--- src/phy_cfg_pkg.sv ---
// Shared constants and types for the low configuration bits of the PHY.
// Assumes a 125 MHz core clock and a serial management frame of the usual layout.
package phy_cfg_pkg;

   // Clock rate and register location
   localparam int CLK_MHZ = 125;
   localparam logic [4:0] REG_VENDOR_CONFIG = 5'h10;
   localparam logic [15:0] VENDOR_CONFIG_RESET = 16'h0000;

   // Field positions inside vendor_config
   localparam int BIT_FAR_LOOP = 0;
   localparam int BIT_SLEEP = 1;
   localparam int BIT_PREAMBLE_SKIP = 2;
   localparam int BIT_MACHINE_RESET = 3;
   localparam int BIT_DUPLEX_MODE = 4;
   localparam int BIT_LINK_MODE = 5;

   // Management frame layout
   localparam logic [1:0] OP_READ = 2'h2;
   localparam logic [1:0] OP_WRITE = 2'h1;
   localparam logic [5:0] PREAMBLE_BITS = 6'h20;
   localparam logic [4:0] HDR_LAST = 5'h0B;
   localparam logic [4:0] TA_LAST = 5'h01;
   localparam logic [4:0] DATA_LAST = 5'h0F;
   localparam logic [1:0] STRAP_SETTLE = 2'h2;

   // State machine reset pulse, least time rounded up
   localparam int SM_RESET_NS = 128;
   localparam int SM_RESET_CYCLES = (SM_RESET_NS * CLK_MHZ + 999) / 1000;

   // Half period of the activity blink
   localparam int BLINK_HALF_MS = 50;
   localparam int BLINK_HALF_CYCLES = BLINK_HALF_MS * CLK_MHZ * 1000;

   // Line symbol width
   localparam int SYM_W = 5;

   // Writable configuration fields, bit 5 down to bit 0
   typedef struct packed {
      logic link_indicator_mode;
      logic duplex_indicator_mode;
      logic machine_reset_bit;
      logic preamble_skip_ctl;
      logic sleep;
      logic far_loop_back;
   } vendor_cfg_t;

   // Line status from the datapath
   typedef struct packed {
      logic link_good;
      logic activity;
      logic full_duplex;
      logic speed_10;
      logic polarity_reversed;
   } line_status_t;

   // Management frame receiver states
   typedef enum logic [2:0] {
      MGMT_IDLE,
      MGMT_START,
      MGMT_HDR,
      MGMT_TA,
      MGMT_DATA
   } mgmt_state_t;

endpackage : phy_cfg_pkg

--- src/phy_vendor_config_low_bits.sv ---
// Low six bits of the vendor configuration register, reached over the serial
// management pins, plus the indicator, sleep, machine reset and loopout logic.
// Assumes the management clock and data arrive as raw pins and that line status
// comes from datapath logic on core_clk_i.
`timescale 1ns/100ps

// What this block does
// - Link mode 0: LED shows link only
// - Link mode 1: lit on link, flashes on traffic
// - Duplex mode 1: LED shows 10 Mb polarity
// - Duplex mode 0: LED shows full duplex
// - Writing machine reset resets all state machines
// - Machine reset bit clears itself when done
// - Preamble needed unless suppression bit set
// - Sleep bit darkens both indicators; loopout keeps running
// - Wake keeps config, restarts state machines
// - Loopout sends received data back out
module phy_vendor_config_low_bits #(
   parameter int BLINK_HALF_CYCLES = phy_cfg_pkg::BLINK_HALF_CYCLES
) (
   input wire logic core_clk_i,
   input wire logic arst_n_i,
   input wire logic mdc_i,
   input wire logic mdio_i,
   output logic mdio_o,
   output logic mdio_oe_o,
   input wire logic [4:0] phy_addr_i,
   input wire phy_cfg_pkg::line_status_t line_status_i,
   input wire logic [phy_cfg_pkg::SYM_W-1:0] rx_sym_i,
   input wire logic [phy_cfg_pkg::SYM_W-1:0] tx_sym_i,
   output logic [phy_cfg_pkg::SYM_W-1:0] line_tx_sym_o,
   output logic link_led_out_o,
   output logic duplex_led_out_o,
   output logic sm_reset_o,
   output logic sleep_o
);

   localparam logic [4:0] SM_LOAD = 5'(phy_cfg_pkg::SM_RESET_CYCLES);

   // Pin synchronisers
   logic mdc_s1_r, mdc_s2_r, mdc_s3_r;
   logic mdio_s1_r, mdio_s2_r;
   logic [4:0] addr_s1_r, addr_s2_r, addr_r;
   logic [1:0] strap_cnt_r;

   always_ff @(posedge core_clk_i or negedge arst_n_i) begin
      if (!arst_n_i) begin
         mdc_s1_r <= 1'b0;
         mdc_s2_r <= 1'b0;
         mdc_s3_r <= 1'b0;
         mdio_s1_r <= 1'b1;
         mdio_s2_r <= 1'b1;
      end else begin
         mdc_s1_r <= mdc_i;
         mdc_s2_r <= mdc_s1_r;
         mdc_s3_r <= mdc_s2_r;
         mdio_s1_r <= mdio_i;
         mdio_s2_r <= mdio_s1_r;
      end
   end

   // Strapped PHY address; the first two edges see stale sync stages, the third catches it
   always_ff @(posedge core_clk_i or negedge arst_n_i) begin
      if (!arst_n_i) begin
         addr_s1_r <= 5'h00;
         addr_s2_r <= 5'h00;
         addr_r <= 5'h00;
         strap_cnt_r <= 2'h0;
      end else begin
         addr_s1_r <= phy_addr_i;
         addr_s2_r <= addr_s1_r;
         if (strap_cnt_r != phy_cfg_pkg::STRAP_SETTLE + 2'h1) begin
            strap_cnt_r <= strap_cnt_r + 2'h1;
            addr_r <= addr_s2_r;
         end
      end
   end

   wire mdc_rise_w = mdc_s2_r && !mdc_s3_r;
   wire mdio_bit_w = mdio_s2_r;

   // Frame receiver state
   phy_cfg_pkg::mgmt_state_t state_r, state_nxt;
   logic [4:0] cnt_r, cnt_nxt;
   logic [5:0] pre_cnt_r;
   logic [15:0] shift_r;
   logic [11:0] hdr_r;
   logic drive_r, out_r;
   phy_cfg_pkg::vendor_cfg_t cfg_r;
   logic [4:0] sm_cnt_r;
   logic sm_reset_r;

   wire pre_full_w = (pre_cnt_r == phy_cfg_pkg::PREAMBLE_BITS);
   wire in_idle_w = (state_r == phy_cfg_pkg::MGMT_IDLE);
   wire in_hdr_w = (state_r == phy_cfg_pkg::MGMT_HDR);
   wire in_ta_w = (state_r == phy_cfg_pkg::MGMT_TA);
   wire in_data_w = (state_r == phy_cfg_pkg::MGMT_DATA);
   wire start_ok_w = pre_full_w || cfg_r.preamble_skip_ctl;

   // Header decode
   wire [1:0] hdr_op_w = hdr_r[11:10];
   wire [4:0] hdr_phy_w = hdr_r[9:5];
   wire [4:0] hdr_reg_w = hdr_r[4:0];
   wire hit_w = (hdr_phy_w == addr_r) && (hdr_reg_w == phy_cfg_pkg::REG_VENDOR_CONFIG);
   wire rd_hit_w = hit_w && (hdr_op_w == phy_cfg_pkg::OP_READ);
   wire wr_hit_w = hit_w && (hdr_op_w == phy_cfg_pkg::OP_WRITE);

   // Read image: upper bits read as zero, reset bit shows the pulse in flight
   wire [15:0] rd_data_w = {10'h000, cfg_r.link_indicator_mode, cfg_r.duplex_indicator_mode,
                            sm_reset_r, cfg_r.preamble_skip_ctl, cfg_r.sleep,
                            cfg_r.far_loop_back};

   // Bit shifting for header, write data and read data
   wire shift_en_w = mdc_rise_w && (in_hdr_w || in_data_w);
   wire ta_first_w = mdc_rise_w && in_ta_w && (cnt_r == 5'h00);
   wire ta_last_w = mdc_rise_w && in_ta_w && (cnt_r == phy_cfg_pkg::TA_LAST);
   wire data_last_w = mdc_rise_w && in_data_w && (cnt_r == phy_cfg_pkg::DATA_LAST);
   wire hdr_last_w = mdc_rise_w && in_hdr_w && (cnt_r == phy_cfg_pkg::HDR_LAST);
   wire tx_start_w = ta_last_w && rd_hit_w;
   wire in_bit_w = drive_r ? 1'b0 : mdio_bit_w;
   wire [15:0] shift_nxt = tx_start_w ? {rd_data_w[14:0], 1'b0} :
                           shift_en_w ? {shift_r[14:0], in_bit_w} : shift_r;

   // Register write decode
   wire [15:0] wr_data_w = {shift_r[14:0], mdio_bit_w};
   wire wr_cfg_w = data_last_w && wr_hit_w;
   wire wr_sleep_w = wr_data_w[phy_cfg_pkg::BIT_SLEEP];
   wire wr_machine_reset_bit_w = wr_cfg_w && wr_data_w[phy_cfg_pkg::BIT_MACHINE_RESET];
   wire wake_w = wr_cfg_w && cfg_r.sleep && !wr_sleep_w;
   wire sm_start_w = wr_machine_reset_bit_w || wake_w;

   // Frame sequencing on management clock rising edges
   always_comb begin
      state_nxt = state_r;
      cnt_nxt = cnt_r;
      if (mdc_rise_w) begin
         case (state_r)
            phy_cfg_pkg::MGMT_IDLE: begin
               if (!mdio_bit_w && start_ok_w) begin
                  state_nxt = phy_cfg_pkg::MGMT_START;
               end
            end
            phy_cfg_pkg::MGMT_START: begin
               state_nxt = mdio_bit_w ? phy_cfg_pkg::MGMT_HDR : phy_cfg_pkg::MGMT_IDLE;
               cnt_nxt = 5'h00;
            end
            phy_cfg_pkg::MGMT_HDR: begin
               if (cnt_r == phy_cfg_pkg::HDR_LAST) begin
                  state_nxt = phy_cfg_pkg::MGMT_TA;
                  cnt_nxt = 5'h00;
               end else begin
                  cnt_nxt = cnt_r + 5'h01;
               end
            end
            phy_cfg_pkg::MGMT_TA: begin
               if (cnt_r == phy_cfg_pkg::TA_LAST) begin
                  state_nxt = phy_cfg_pkg::MGMT_DATA;
                  cnt_nxt = 5'h00;
               end else begin
                  cnt_nxt = cnt_r + 5'h01;
               end
            end
            phy_cfg_pkg::MGMT_DATA: begin
               if (cnt_r == phy_cfg_pkg::DATA_LAST) begin
                  state_nxt = phy_cfg_pkg::MGMT_IDLE;
               end else begin
                  cnt_nxt = cnt_r + 5'h01;
               end
            end
            default: begin
               state_nxt = phy_cfg_pkg::MGMT_IDLE;
            end
         endcase
      end
   end

   // Frame state and header capture
   always_ff @(posedge core_clk_i or negedge arst_n_i) begin
      if (!arst_n_i) begin
         state_r <= phy_cfg_pkg::MGMT_IDLE;
         cnt_r <= 5'h00;
         shift_r <= 16'h0000;
         hdr_r <= 12'h000;
      end else begin
         state_r <= state_nxt;
         cnt_r <= cnt_nxt;
         shift_r <= shift_nxt;
         if (hdr_last_w) begin
            hdr_r <= {shift_r[10:0], mdio_bit_w};
         end
      end
   end

   // Preamble counter, saturating, cleared by any zero or a frame
   always_ff @(posedge core_clk_i or negedge arst_n_i) begin
      if (!arst_n_i) begin
         pre_cnt_r <= 6'h00;
      end else if (mdc_rise_w) begin
         if (!in_idle_w || !mdio_bit_w) begin
            pre_cnt_r <= 6'h00;
         end else if (!pre_full_w) begin
            pre_cnt_r <= pre_cnt_r + 6'h01;
         end
      end
   end

   // Read answer: release for first turnaround bit, drive zero, then data MSB first
   always_ff @(posedge core_clk_i or negedge arst_n_i) begin
      if (!arst_n_i) begin
         drive_r <= 1'b0;
         out_r <= 1'b1;
      end else if (ta_first_w && rd_hit_w) begin
         drive_r <= 1'b1;
         out_r <= 1'b0;
      end else if (tx_start_w) begin
         out_r <= rd_data_w[15];
      end else if (data_last_w) begin
         drive_r <= 1'b0;
         out_r <= 1'b1;
      end else if (mdc_rise_w && in_data_w && drive_r) begin
         out_r <= shift_r[15];
      end
   end

   // Configuration fields; machine reset and wake leave them untouched
   always_ff @(posedge core_clk_i or negedge arst_n_i) begin
      if (!arst_n_i) begin
         cfg_r <= phy_cfg_pkg::vendor_cfg_t'(phy_cfg_pkg::VENDOR_CONFIG_RESET[5:0]);
      end else if (wr_cfg_w) begin
         cfg_r.link_indicator_mode <= wr_data_w[phy_cfg_pkg::BIT_LINK_MODE];
         cfg_r.duplex_indicator_mode <= wr_data_w[phy_cfg_pkg::BIT_DUPLEX_MODE];
         cfg_r.preamble_skip_ctl <= wr_data_w[phy_cfg_pkg::BIT_PREAMBLE_SKIP];
         cfg_r.sleep <= wr_sleep_w;
         cfg_r.far_loop_back <= wr_data_w[phy_cfg_pkg::BIT_FAR_LOOP];
      end
   end

   // Machine reset pulse; a new start reloads, so set wins over the self clear
   wire [4:0] sm_cnt_nxt = sm_start_w ? SM_LOAD :
                           (sm_cnt_r != 5'h00) ? sm_cnt_r - 5'h01 : 5'h00;

   always_ff @(posedge core_clk_i or negedge arst_n_i) begin
      if (!arst_n_i) begin
         sm_cnt_r <= 5'h00;
         sm_reset_r <= 1'b0;
      end else begin
         sm_cnt_r <= sm_cnt_nxt;
         sm_reset_r <= (sm_cnt_nxt != 5'h00);
      end
   end

   // Indicators, dark while asleep; loopout keeps running while asleep
   logic dark_w;
   logic link_led_r, duplex_led_r;
   logic [phy_cfg_pkg::SYM_W-1:0] tx_sym_r;
   wire link_plain_w = line_status_i.link_good && !cfg_r.sleep;
   wire pol_w = line_status_i.speed_10 && line_status_i.polarity_reversed && !cfg_r.sleep;
   wire fdx_w = line_status_i.full_duplex && !cfg_r.sleep;
   wire link_w = cfg_r.link_indicator_mode ? (link_plain_w && !dark_w) : link_plain_w;
   wire duplex_w = cfg_r.duplex_indicator_mode ? pol_w : fdx_w;

   link_blink #(
      .HALF_CYCLES(BLINK_HALF_CYCLES)
   ) u_blink (
      .core_clk_i(core_clk_i),
      .arst_n_i(arst_n_i),
      .restart_i(sm_reset_r || cfg_r.sleep),
      .activity_i(line_status_i.activity),
      .dark_o(dark_w)
   );

   always_ff @(posedge core_clk_i or negedge arst_n_i) begin
      if (!arst_n_i) begin
         link_led_r <= 1'b0;
         duplex_led_r <= 1'b0;
         tx_sym_r <= '0;
      end else begin
         link_led_r <= link_w;
         duplex_led_r <= duplex_w;
         tx_sym_r <= cfg_r.far_loop_back ? rx_sym_i : tx_sym_i;
      end
   end

   assign mdio_o = out_r;
   assign mdio_oe_o = drive_r;
   assign link_led_out_o = link_led_r;
   assign duplex_led_out_o = duplex_led_r;
   assign line_tx_sym_o = tx_sym_r;
   assign sm_reset_o = sm_reset_r;
   assign sleep_o = cfg_r.sleep;

   logic [5:0] run_r;
   always_ff @(posedge core_clk_i or negedge arst_n_i) begin
      if (!arst_n_i) begin
         run_r <= 6'h00;
      end else begin
         run_r <= sm_start_w ? 6'h01 : (sm_reset_r ? run_r + 6'h01 : 6'h00);
      end
   end
endmodule : phy_vendor_config_low_bits

--- src/link_blink.sv ---
// Activity stretcher and blink timer for the link indicator.
// Assumes activity is a level or pulse from logic on the same clock.
`timescale 1ns/100ps
module link_blink #(
   parameter int HALF_CYCLES = phy_cfg_pkg::BLINK_HALF_CYCLES
) (
   input wire logic core_clk_i,
   input wire logic arst_n_i,
   input wire logic restart_i,
   input wire logic activity_i,
   output logic dark_o
);

   localparam int CW = $clog2(HALF_CYCLES + 1);
   localparam logic [CW-1:0] HALF_LAST = CW'(HALF_CYCLES - 1);

   logic busy_r;
   logic dark_r;
   logic [CW-1:0] cnt_r;
   wire half_done_w = busy_r && (cnt_r == HALF_LAST);

   // One blink is a dark half then a lit half; bursts shorter than that still blink
   always_ff @(posedge core_clk_i or negedge arst_n_i) begin
      if (!arst_n_i) begin
         busy_r <= 1'b0;
         dark_r <= 1'b0;
         cnt_r <= '0;
      end else if (restart_i) begin
         busy_r <= 1'b0;
         dark_r <= 1'b0;
         cnt_r <= '0;
      end else if (!busy_r) begin
         busy_r <= activity_i;
         dark_r <= activity_i;
         cnt_r <= '0;
      end else if (half_done_w) begin
         cnt_r <= '0;
         dark_r <= 1'b0;
         busy_r <= dark_r;
      end else begin
         cnt_r <= cnt_r + CW'(1);
      end
   end

   assign dark_o = dark_r;
endmodule : link_blink

--- config.mk ---
export PLATFORM = sky130hd
export DESIGN_NAME = phy_vendor_config_low_bits
export DESIGN_NICKNAME = d
export VERILOG_FILES = /design/src/phy_cfg_pkg.sv /design/src/phy_vendor_config_low_bits.sv /design/src/link_blink.sv
export SDC_FILE = /design/constraint.sdc
export NUM_CORES = 1
export LEC_CHECK = 0
export ABC_AREA = 1
export BUFFER_PORTS_ARGS = -buffer_cell sky130_fd_sc_hd__buf_2
export CAP_MARGIN = 20
export CORE_ASPECT_RATIO = 1.1
export CORE_UTILIZATION = 63
export CTS_BUF_LIST = sky130_fd_sc_hd__clkbuf_8
export CTS_CLUSTER_SIZE = 30
export DETAILED_ROUTE_END_ITERATION = 10
export PLACE_DENSITY = 0.87
export SLEW_MARGIN = 20
export SYNTH_ARGS = -nofsm -noshare
export SYNTH_HDL_FRONTEND = slang
export SYNTH_HIERARCHICAL = 1
export SYNTH_SLANG_ARGS = --single-unit
--- constraint.sdc ---
create_clock -name core_clk_i -period 2 [get_ports core_clk_i]
set_input_delay 0.2 -clock core_clk_i [delete_from_list [all_inputs] [get_ports core_clk_i]]
set_output_delay 0.2 -clock core_clk_i [all_outputs]
set_load 0.01 [all_outputs]
==> impl_metrics.csv <==
group,metric,value,unit
route,vias_per_cell,5.276,
global_route,grt_pass1_vias,4087,
yosys,synth_common_cells,"141 x nand2_1, 106 x dfrtp_1, 85 x inv_1, 70 x nor2_1, 32 x nand3_1",
critical_path,critPathMaxStageDelay,420,ps
global_route,antenna_found_initial,0,
clocking,clockBufferDepth,2,
global_route,grt_max_degree,47,
job,drv_cap,0,
clocking,htreeDepth,3,
floorplan,die_h,97.95,um
placed_design,dpl.hpwl,7242,um
finish,drive_gt1_frac,0.1867,
yosys,synth_area_leader_cell,"dfrtp_1",
timing,drv_slew,0,
clocking,clkSlewWorstSetupHoldPaths,110,ps
critical_path,slowest_stage,"dfrtp_1",
yosys,synth_warnings,6,
finish,final_util,0.7287,
yosys,yosys.area_share.simple,0.2691,
pwr,ir_drop,350.1,uV
global_route,grt_overflow_total,0,
timing,fmax,0.5461,GHz
critical_path,worstPathArrival,2120,ps
floorplan,die_area,8740,um^2
timing,fin_worst_skew,9.319,ps
critical_path,worstSetupStartpointType,"flop",
clocking,post_cts_buffers,0,
global_route,grt_usage,0.2658,
yosys,async_reset_ff_frac,1.000,
route,ant_nets,0,
finish,fin_cells,772,
clocking,clock_latency,370,ps
placed_design,placed_cells,748,
run_status,status,"finished clean",
yosys,yosysSeqAreaShare,0.5180,
critical_path,cpMostUsedCell,"nand2_1",
pwr,power_per_cell_area,634.9,nW/um^2
route,drt-pass1-iter-count,7,
critical_path,path_cells,"ha_1, inv_1, nor3_2, ha_1, inv_1, nand4_1, nand2_1, nand2_1, inv_2, nand2_1, nand2_1, nor3b_1",
yosys,netlist-cell-type-count,39,
finish,multi_input_area,2120,um^2
global_route,grt_pass1_wl,18010,um
yosys,synthTopCellsByArea,"dfrtp_1 50%, nand2_1 10%, inv_1 6.1%",
clocking,cts_sinks,109,
critical_path,critPathKind,"flop to flop",
placed_design,gp_congestion,0.8487,
clocking,cts_buffers,9,
yosys,synth_xor_xnor_area_share,0.02492,
placed_design,port_buffers,34,
yosys,yosys.area_share.adder,0.02373,
critical_path,endpoint_kind,"flop",
critical_path,path_max_fanout,6,
yosys,synth-edff-count,0,
yosys,synth_top_family_by_area,"simple AND/OR/NAND/NOR gates",
yosys,synthesis.nets,643,
finish,antenna_cells,0,
finish,regArea,2731,um^2
route,drt-initial-drc-count,258,
critical_path,required,2290,ps
floorplan,io_pins,35,
timing,slew_headroom,0.6918,
timing,tightest_slew,460.5,ps
yosys,synth.most_common_cell,"nand2_1",
yosys,ys_seq_elements,109,
yosys,syn_inst,609,
route,num_vias,4073,
route,drc,0,
finish,area_growth_syn_to_layout,10.54,%
yosys,syn_area,5273,um^2
finish,fillers,601,
floorplan,core.rowCount,34,
timing,finalHoldViolCount,0,
floorplan,core_area,7998,um^2
route,route.final.wire_length,10250,um
yosys,synth-compound-area-share,0.07546,
pwr,finalPower,3700,uW
yosys,synthMuxAreaShare,0.007831,
pwr,cellLeakagePower,0.002866,uW
clocking,cts_tree,"built",
timing,setup_viol,0,
yosys,yosysTopAreaCellShare,0.5031,
finish,final_nets,693,
route,wl_per_cell,13.28,um
floorplan,start_util,0.6593,
yosys,avgSynthCellArea,8.658,um^2
hold_path,hp-class,"input pin to flop",
timing,min_period,1831,ps
timing,finalCritPeriodShare,0.9156,
yosys,synthFlopType,"dfrtp_1",
clocking,root_buffer,"clkbuf_8",
floorplan,die_w,89.23,um
-- per-stage QoR --
step / area [um^2] / hold WS [ps] / TNS (ps) / setup slack [ps]
after floorplan: 5273 / -95.59 / 0 / 391.0
after global placement: 5553 / 116.2 / 0 / 320.9
after detailed placement: 5553 / 126.1 / 0 / 199.7
after CTS: 5823 / 13.75 / 0 / 186.8
after global routing: 5828 / 23.43 / -19.54 / -19.54
final: 5828 / 14.76 / 0 / 168.8
-- kinds of logic after synthesis --
group | count (synthesis)
flip-flops | 109
buffers and inverters | 101
AND/OR/NAND/NOR | 308
multiplexers | 3
XOR/XNOR | 15
adder cells (fa/ha/maj) | 10
AO/OA/AOI/OAI | 63
-- what timing repair did --
action | in CTS | in global routing
endpoints found under the hold margin | 29 | 0
gates resized for setup | 0 | 1
setup endpoints to repair | 0 | 1
hold buffers | 8 | 0
-- flip-flops by register name, summed over array words and instances, names as in the netlist, 2 cells and up --
name,cells
u_blink/cnt_r,23
shift_r,16
hdr_r,12
pre_cnt_r,6
addr_r,5
addr_s1_r,5
addr_s2_r,5
cnt_r,5
line_tx_sym_o,5
sm_cnt_r,5
cfg_r,4
state_r,3
strap_cnt_r,2
-- power breakdown --
group / switching (uW) / internal [uW]
registers: 18.3 / 2240
clock network: 803 / 484
logic: 94.3 / 59.8
total: 916 / 2780
-- critical path: cells and delay by family, from the launching register on --
family / cells / cell delay [ps]
and+or+nand+nor: 7 / 630
adders and majority gates: 2 / 440
DFF: 1 / 420
buffers and inverters: 3 / 270
-- layout by cell type (no fill, tap or decap), drive strengths merged --
master and instances:
o22ai 1, nand3 37, clkbuf 9, xor2 11
o31ai 3, or2 1, clkinv 4, xnor2 4
o21ai 41, nand4 13, dfstp 3, mux2 3
nor2 96, inv 96, nor3 8, nor3b 3
nand2 148, o211ai 3, o21bai 2, dlygate4sd3 8
ha 10, a21oi 13, dfrtp 106, buf 39
and3 2
-- path summary, 6_finish.rpt --
check	to	from	depth (start not counted)	slack [ps]
max reg2reg	cnt_r[3]	cnt_r[0]	12	170
min reg2reg	mdc_s2_r	mdc_s1_r	0	360
max in group asynchronous	mdio_o	arst_n_i	3	1090
min in group asynchronous	addr_s2_r[0]	arst_n_i	2	260
min	line_tx_sym_o[1]	tx_sym_i[1]	3	10
max	cnt_r[3]	cnt_r[0]	12	170
-- final cells by class --
cell class	count	share of cell area
repair buffers	47	0.05195
clock inverters	7	0.01138
well taps	108	0.02319
multi-input cells	399	0.3637
inverters	93	0.05990
clock buffers	9	0.02125
flip-flops and latches	109	0.4687
-- layer usage --
layer  share of wire  global-route usage
met3           0.042             0.03381
met4           0.022              0.1111
met1            0.44              0.3414
met5               0                   0
met2            0.50              0.4498
Power figures use the tool's default switching activity.
